## src/design/sld_cfg.svh

```systemverilog
/*
 Constants of the segment LCD driver: register offsets, field positions,
 masks, drive levels and timing. Assumes a 200 MHz reference clock.
*/
`ifndef SLD_CFG_SVH
`define SLD_CFG_SVH
`define SLD_SEGS 60
`define SLD_COMS 9
`define SLD_LVW 3
`define SLD_AW 8
`define SLD_OFS_CTRL 8'h00
`define SLD_OFS_ADDR 8'h04
`define SLD_OFS_DATA 8'h08
`define SLD_OFS_BIAS 8'h0c
`define SLD_HI_RAM 7'h40
`define SLD_B_DUTY 0
`define SLD_B_CLO 1
`define SLD_B_CHI 2
`define SLD_B_VLO 2
`define SLD_B_VHI 4
`define SLD_CTRL_MASK 8'h07
`define SLD_BIAS_MASK 8'hfd
`define SLD_IDX_MASK 8'h7f
`define SLD_RESP_OK 2'b00
`define SLD_RESP_ERR 2'b10
`define SLD_LV0 3'h0
`define SLD_LV1 3'h1
`define SLD_LV2 3'h2
`define SLD_LV3 3'h3
`define SLD_LV4 3'h4
`define SLD_COM_LAST8 4'h7
`define SLD_COM_LAST9 4'h8
`define SLD_CLK_HZ 200000000
`define SLD_BASE_HZ 32768
`define SLD_BASE_DIV (`SLD_CLK_HZ / `SLD_BASE_HZ)
`define SLD_SCAN_DIV 64
`endif

```

## src/design/sld_pkg.sv

```systemverilog
/*
 Types of the segment LCD driver: display state and the state record.
 Assumes sld_cfg.svh is on the include path.
*/
`include "sld_cfg.svh"
package sld_pkg;
   typedef enum logic [2:0]
   {
      ST_OFF = 3'b001,
      ST_BLANK = 3'b010,
      ST_ON = 3'b100
   } sld_disp_t;

   typedef struct packed {
      sld_disp_t st;
      logic duty8;
      logic [7:0] ctrl;
      logic [6:0] idx;
      logic [7:0] bias;
      logic awrdy;
      logic wrdy;
      logic [7:0] awa;
      logic [7:0] wd;
      logic ws;
      logic bvalid;
      logic [1:0] bresp;
      logic arrdy;
      logic rvalid;
      logic [1:0] rresp;
      logic [31:0] rdata;
      logic [15:0] bdiv;
      logic [7:0] sdiv;
      logic [3:0] com;
      logic pol;
      logic lcd_on;
      logic [`SLD_COMS-1:0] com_en;
      logic [`SLD_COMS*`SLD_LVW-1:0] cl;
      logic [`SLD_SEGS*`SLD_LVW-1:0] seg;
   } sld_state_t;

   localparam sld_state_t SLD_RST = '{st: ST_OFF, awrdy: 1'b1,
      wrdy: 1'b1, arrdy: 1'b1, default: '0};
endpackage

```

## src/design/sld_top.sv

```systemverilog
/*
 Segment LCD driver: AXI4-Lite register slave, 128-byte display RAM and
 a 1/4-bias multiplexed scanner for 60 segments and 9 commons.
 Assumes an external analog stage turns level codes 0..4 into V0..V4
 and the drive-voltage code into the LCD supply.
*/
// Function
// - Drive sixty segment lines and nine common lines directly.
// - Duty bit: zero gives 1/9, one gives 1/8; bias always 1/4.
// - Control code 11 enables, 01 blanks, 10 only changes duty.
// - Code 00 turns off with duty bit one, else only changes duty.
// - Address register holds seven bits; bit 7 reads zero.
// - Address register is write-only while display enabled.
// - Data register reads and writes RAM byte at current address.
// - Segment n takes commons 0..7 from RAM byte n.
// - In 1/9 duty ninth common data comes from byte 40h plus n.
// - 1/8 duty leaves ninth common open; 1/9 scans all nine.
// - RAM bit one gives select waveform, zero gives non-select.
// - Scan timing derives from the 32.768 kHz base clock.
// - Bias register bits 2..4 choose one of eight drive voltages.
module sld_top
   import sld_pkg::*;
#(
   parameter int BASE_DIV = `SLD_BASE_DIV,
   parameter int SCAN_DIV = `SLD_SCAN_DIV
)
(
   input wire logic i_ref_clk, // 200 MHz clock
   input wire logic i_rst_n, // Sync reset, active low
   input wire logic i_awvalid, // Write address valid
   output logic o_awready, // Write address ready
   input wire logic [`SLD_AW-1:0] i_awaddr, // Write byte address
   input wire logic i_wvalid, // Write data valid
   output logic o_wready, // Write data ready
   input wire logic [31:0] i_wdata, // Write data
   input wire logic [3:0] i_wstrb, // Byte enables
   output logic o_bvalid, // Write response valid
   input wire logic i_bready, // Write response ready
   output logic [1:0] o_bresp, // Write response
   input wire logic i_arvalid, // Read address valid
   output logic o_arready, // Read address ready
   input wire logic [`SLD_AW-1:0] i_araddr, // Read byte address
   output logic o_rvalid, // Read data valid
   input wire logic i_rready, // Read data ready
   output logic [31:0] o_rdata, // Read data
   output logic [1:0] o_rresp, // Read response
   output logic [`SLD_SEGS*`SLD_LVW-1:0] o_seg_lvl, // Segment levels
   output logic [`SLD_COMS*`SLD_LVW-1:0] o_com_lvl, // Common levels
   output logic [`SLD_COMS-1:0] o_com_en, // Common driven, else open
   output logic [2:0] o_vop_sel, // Drive voltage code
   output logic o_lcd_on // Panel powered
);

////////////////////////////////////////////////////////////////////////
   sld_state_t s;
   sld_state_t s_nxt;
   logic [7:0] ram [128];
   logic ram_we;
   logic [7:0] ram_rd;
   logic wr_go;
   logic step;
   logic [3:0] last;
   logic bit_v;

   function automatic logic [2:0] com_lvl(input logic sel, input logic pol);
      if (sel)
      begin
         return pol ? `SLD_LV0 : `SLD_LV4;
      end
      return pol ? `SLD_LV3 : `SLD_LV1;
   endfunction

   function automatic logic [2:0] seg_lvl(input logic on, input logic pol);
      if (on)
      begin
         return pol ? `SLD_LV4 : `SLD_LV0;
      end
      return `SLD_LV2;
   endfunction

////////////////////////////////////////////////////////////////////////
   always_comb
   begin
      s_nxt = s;
      ram_we = 1'b0;
      wr_go = 1'b0;
      step = 1'b0;
      bit_v = 1'b0;
      ram_rd = ram[s.idx];
      // Address and data are taken independently, in either order
      if (i_awvalid && s.awrdy)
      begin
         s_nxt.awa = i_awaddr;
         s_nxt.awrdy = 1'b0;
      end
      if (i_wvalid && s.wrdy)
      begin
         s_nxt.wd = i_wdata[7:0];
         s_nxt.ws = i_wstrb[0];
         s_nxt.wrdy = 1'b0;
      end
      if (!s.awrdy && !s.wrdy && !s.bvalid)
      begin
         wr_go = 1'b1;
         s_nxt.bvalid = 1'b1;
         s_nxt.bresp = `SLD_RESP_OK;
         case (s.awa)
            `SLD_OFS_CTRL:
            begin
               if (s.ws)
               begin
                  s_nxt.ctrl = s.wd & `SLD_CTRL_MASK;
                  s_nxt.duty8 = s.wd[`SLD_B_DUTY];
                  unique case ({s.wd[`SLD_B_CHI], s.wd[`SLD_B_CLO]})
                     2'b11: s_nxt.st = ST_ON;
                     2'b01: s_nxt.st = ST_BLANK;
                     2'b00:
                     begin
                        if (s.wd[`SLD_B_DUTY])
                        begin
                           s_nxt.st = ST_OFF;
                        end
                     end
                     2'b10: s_nxt.st = s.st;
                  endcase
               end
            end
            `SLD_OFS_ADDR:
            begin
               if (s.ws)
               begin
                  s_nxt.idx = s.wd[6:0];
               end
            end
            `SLD_OFS_DATA: ram_we = s.ws;
            `SLD_OFS_BIAS:
            begin
               if (s.ws)
               begin
                  s_nxt.bias = s.wd & `SLD_BIAS_MASK;
               end
            end
            default: s_nxt.bresp = `SLD_RESP_ERR;
         endcase
      end
      if (s.bvalid && i_bready)
      begin
         s_nxt.bvalid = 1'b0;
         s_nxt.awrdy = 1'b1;
         s_nxt.wrdy = 1'b1;
      end
      // Read answers at the edge that takes the address
      if (i_arvalid && s.arrdy)
      begin
         s_nxt.arrdy = 1'b0;
         s_nxt.rvalid = 1'b1;
         s_nxt.rresp = `SLD_RESP_OK;
         s_nxt.rdata = '0;
         case (i_araddr)
            `SLD_OFS_CTRL: s_nxt.rdata[7:0] = s.ctrl;
            `SLD_OFS_ADDR:
            begin
               if (s.st != ST_ON)
               begin
                  s_nxt.rdata[7:0] = {1'b0, s.idx};
               end
            end
            `SLD_OFS_DATA: s_nxt.rdata[7:0] = ram_rd;
            `SLD_OFS_BIAS: s_nxt.rdata[7:0] = s.bias;
            default: s_nxt.rresp = `SLD_RESP_ERR;
         endcase
      end
      if (s.rvalid && i_rready)
      begin
         s_nxt.rvalid = 1'b0;
         s_nxt.arrdy = 1'b1;
      end
      // Base tick, then one scan step per SCAN_DIV base ticks
      s_nxt.bdiv = s.bdiv + 16'h0001;
      if (s.bdiv == 16'(BASE_DIV - 1))
      begin
         s_nxt.bdiv = '0;
         s_nxt.sdiv = s.sdiv + 8'h01;
         if (s.sdiv == 8'(SCAN_DIV - 1))
         begin
            s_nxt.sdiv = '0;
            step = 1'b1;
         end
      end
      last = s.duty8 ? `SLD_COM_LAST8 : `SLD_COM_LAST9;
      // Polarity flips per frame so the glass sees no DC
      if (step)
      begin
         if (s.com >= last)
         begin
            s_nxt.com = '0;
            s_nxt.pol = ~s.pol;
         end
         else
         begin
            s_nxt.com = s.com + 4'h1;
         end
      end
      for (int c = 0; c < `SLD_COMS; c++)
      begin
         s_nxt.com_en[c] = (s.st != ST_OFF) && (4'(c) <= last);
         s_nxt.cl[c*`SLD_LVW +: `SLD_LVW] = s_nxt.com_en[c] ?
            com_lvl(4'(c) == s.com, s.pol) : `SLD_LV0;
      end
      for (int g = 0; g < `SLD_SEGS; g++)
      begin
         if (s.com == `SLD_COM_LAST9)
         begin
            bit_v = ram[7'(`SLD_HI_RAM + 7'(g))][0];
         end
         else
         begin
            bit_v = ram[7'(g)][s.com[2:0]];
         end
         // Blanking forces non-select whatever the RAM holds
         s_nxt.seg[g*`SLD_LVW +: `SLD_LVW] = (s.st == ST_OFF) ?
            `SLD_LV0 : seg_lvl(bit_v && s.st == ST_ON, s.pol);
      end
      // Registered copy so the pin follows the state with no gate behind it
      s_nxt.lcd_on = (s_nxt.st != ST_OFF);
   end

////////////////////////////////////////////////////////////////////////
   always_ff @(posedge i_ref_clk)
   begin
      if (!i_rst_n)
      begin
         s <= SLD_RST;
      end
      else
      begin
         s <= s_nxt;
      end
   end

   // RAM is not reset; software loads it before enabling the display
   always_ff @(posedge i_ref_clk)
   begin
      if (ram_we)
      begin
         ram[s.idx] <= s.wd;
      end
   end

   assign o_awready = s.awrdy;
   assign o_wready = s.wrdy;
   assign o_bvalid = s.bvalid;
   assign o_bresp = s.bresp;
   assign o_arready = s.arrdy;
   assign o_rvalid = s.rvalid;
   assign o_rdata = s.rdata;
   assign o_rresp = s.rresp;
   assign o_seg_lvl = s.seg;
   assign o_com_lvl = s.cl;
   assign o_com_en = s.com_en;
   assign o_vop_sel = s.bias[`SLD_B_VHI:`SLD_B_VLO];
   assign o_lcd_on = s.lcd_on;
endmodule

```

## config.mk

```make
export PLATFORM = sky130hd
export DESIGN_NAME = sld_top
export DESIGN_NICKNAME = d
export VERILOG_FILES = /design/src/design/sld_pkg.sv /design/src/design/sld_top.sv
export VERILOG_INCLUDE_DIRS = /design/src /design/src/design
export SDC_FILE = /design/constraint.sdc
export NUM_CORES = 2
export LEC_CHECK = 0
export ABC_AREA = 1
export BUFFER_PORTS_ARGS = -buffer_cell sky130_fd_sc_hd__buf_4
export CAP_MARGIN = 10
export CORE_AREA = 8 8 373 375
export CTS_BUF_LIST = sky130_fd_sc_hd__clkbuf_4 sky130_fd_sc_hd__clkbuf_8
export CTS_CLUSTER_SIZE = 16
export DETAILED_ROUTE_END_ITERATION = 8
export DIE_AREA = 0 0 381 383
export PLACE_DENSITY = 0.54
export SYNTH_ARGS = -nofsm -noshare
export SYNTH_HDL_FRONTEND = slang
export SYNTH_SLANG_ARGS = --single-unit
```

## constraint.sdc

```tcl
create_clock -name i_ref_clk -period 3.65 [get_ports i_ref_clk]
set_input_delay 0.365 -clock i_ref_clk [delete_from_list [all_inputs] [get_ports i_ref_clk]]
set_output_delay 0.365 -clock i_ref_clk [all_outputs]
set_load 0.03 [all_outputs]
```

==> flow_summary.yaml <==
placed_design:
  portBuffers: 206
  hpwl_um: 111000
  gp_congestion: 0.9319
  place_area_um2: 57890
routing:
  drt_iter0_markers: 4856
  drcViolationCount: 0
  ant_nets: 0
  dr_total_vias: 41628
  wirelength_um: 178300
  dr.pass1.iters: 6
  wl_per_cell_um: 23.41
  routed_via_density: 5.467
critical_path:
  critPathMostFrequentCell: "nand3_1"
  cp-end-kind: "flip-flop"
  crit_family: "simple AND/OR/NAND/NOR gates"
  critPathSlowestCell: "dfxtp_4"
  worstPathCellList: "inv_8 > buf_12 > buf_4 > nand2_1 > nand3_1 > nand3_1 > nand3_1 > nand2_1 > nand2_1 > nand3_1 > nand3_1 > nand3_1 > nand2_1 > nand2_1 > a21oi_1"
  path_buf_inv: 3
  cpPeakStageDelay_ns: 0.46
  worstPathArrival_ns: 3.82
  crit_required_ns: 4.45
  worstSetupPathType: "flip-flop to flip-flop"
  start_kind: "flip-flop"
  path_max_fanout: 57
clock_network:
  post_cts_resized: 0
  htree_levels: 4
  clkTransAtPathRegs_ns: 0.06
  cts_tree: "done"
  cts_inserted_buffers: 211
  clock_latency_ns: 0.91
  clock_sinks: 1262
  root_buffer: "clkbuf_8"
  clockBufferDepth: 3
floorplanning:
  die_y_um: 383
  coreArea_um2: 132800
  io_pins: 320
  die_area_um2: 145900
  fp.dieW_um: 381
  initial_utilization: 0.4187
  row_count: 134
synthesis:
  yosysMostFrequentCell: "nand2_1"
  synth.area.top_cells: "edfxtp_1 (55%), nand2_1 (9.8%), nand3_1 (9.0%)"
  syn_area_um2: 55600
  synth.distinct_cells: 39
  synth_top_cell_by_area: "edfxtp_1"
  syn_avg_cell_area_um2: 10.02
  synth_common_cells: "nand2_1 (1448), edfxtp_1 (1024), nand3_1 (1001)"
  synthArstFlopShare: 0
  synth.top_cell.area_share: 0.5531
  yosys_warnings: 0
  synthFlopType: "edfxtp_1"
  synth_edf_count: 1024
  syn_inst: 5546
  ys_ff_latch: 1262
  yosysSeqAreaShare: 0.6388
run_status:
  status: "completed"
global_route:
  grt_max_degree: 138
  grt_antenna_before_repair: 5
  track_usage: 0.2335
  first_global_vias: 39159
  grt_first_pass_wirelength_um: 258500
  overflow: 0
timing:
  setup_viol: 0
  timing.fmax_mhz: 331.6
  maxSlewHeadroom: 0.2410
  fin_worst_skew_ns: 0.05205
  post-route-period-util: 0.8262
  fin_tns_setup_ns: 0
  final_max_slew_viol_count: 0
  timing.final.crit_period_ns: 3.016
  worstMarginPinSlew_ns: 1.138
  rsz0062_at_grt: "no"
  hold_viol: 0
cells_and_area:
  final_nets: 5736
  design_area_um2: 62640
  n_fill_cell: 12395
  syn_to_final_growth_pct: 12.67
  layout-drive-gt1-share: 0.1347
pwr:
  p_leak_nw: 23.43
  power.density_nw_per_um2: 466.6
  ir_worst_vdd_mv: 0.3259
run:
  drv_cap: 0
hold_path:
  min_path_type: "input port to flip-flop"
what timing repair did:
action | 4_1_cts | 5_1_grt
hold buffers | 43 | 0
endpoints found under the hold margin | 59 | 0
buffers inserted | 0 | 0
endpoints found under the setup margin | 0 | 0
worst paths after layout:
check             from          to  slack, ns  cells past startpoint
min reg2reg     s[310]      s[310]       0.46                      2
max          flip-flop  o_rdata[5]       0.63                     15
max reg2reg  flip-flop  o_rdata[5]       0.63                     15
min           i_wvalid      s[287]       0.08                      3
report_power, final:
group / switching, mW / internal [mW] / leakage [nW]
registers: 0.154 / 15.7 / 11.3
logic: 0.506 / 0.136 / 9.82
clock network: 5.75 / 6.99 / 2.29
cell families after synthesis:
logic type,after synthesis,share of synthesized area
buffers and inverters,712,0.07424
adders and majority gates,11,0.002476
DFF,1262,0.6388
and+or+nand+nor,3005,0.2285
xor gates and xnor gates,5,0.0007876
other,1,0.00006745
AOI/OAI and AO/OA,550,0.05509
worst register-to-register path, stage by stage (launching register included):
cell and delay (ns):
dfxtp_4 0.46, inv_8 0.17, buf_12 0.28, buf_4 0.46, nand2_1 0.13, nand3_1 0.13, nand3_1 0.09, nand3_1 0.09
nand2_1 0.12, nand2_1 0.09, nand3_1 0.22, nand3_1 0.17, nand3_1 0.20, nand2_1 0.17, nand2_1 0.06, a21oi_1 0.12
sequential cells by signal, indices dropped and copies added (netlist names), named ones only:
register   flops
o_arready      1
o_awready      1
o_bresp        1
o_bvalid       1
o_com_en       2
o_com_lvl     27
o_lcd_on       1
o_rdata        8
o_rresp        1
o_rvalid       1
o_seg_lvl    120
o_vop_sel      3
o_wready       1
ram         1024
s             63
layout by cell type, fill, tap and decap left out, types with 85 or more instances in the layout:
master / instances
a21oi_1: 135
clkbuf_8: 233
nand3_1: 1001
edfxtp_1: 1024
o21ai_0: 253
o22ai_1: 104
nand2_1: 1446
buf_4: 363
dfxtp_1: 223
inv_1: 85
nor2_1: 498
conb_1: 86
stage by stage:
step / total power, mW / hold slack [ns] / util / instances / setup WS (ns)
floorplan: 16.47 / 0.4297 / - / 5631 / 0.6880
global route: 30.14 / 0.08686 / 0.4717 / 7614 / 0.4192
CTS: 29.49 / 0.02033 / 0.4716 / 7610 / 0.6597
global placement: 16.73 / 0.4411 / 0.4360 / 7178 / 0.6689
finish: 29.22 / 0.08479 / 0.4717 / 7615 / 0.6344
detailed placement: 16.74 / 0.4516 / 0.4360 / 7178 / 0.6408
final cells by class:
class                           count  area [um^2]  area share
Inverter                           92        369.1    0.005893
Clock buffer                      304         3740     0.05970
Clock inverter                     85        563.0    0.008989
Tap cell                         1768         2212     0.03532
Sequential cell                  1262        35570      0.5678
Antenna cell                        5        12.51   0.0001997
Multi-Input combinational cell   3657        16300      0.2602
Timing Repair Buffer              442         3876     0.06188
layer usage:
metal	share of wire	track usage
met2	0.43	0.3509
met4	0.035	0.08485
met5	0.000039	0
met3	0.10	0.05581
met1	0.43	0.3293
Note: power is estimated with default switching activity, not from simulation.
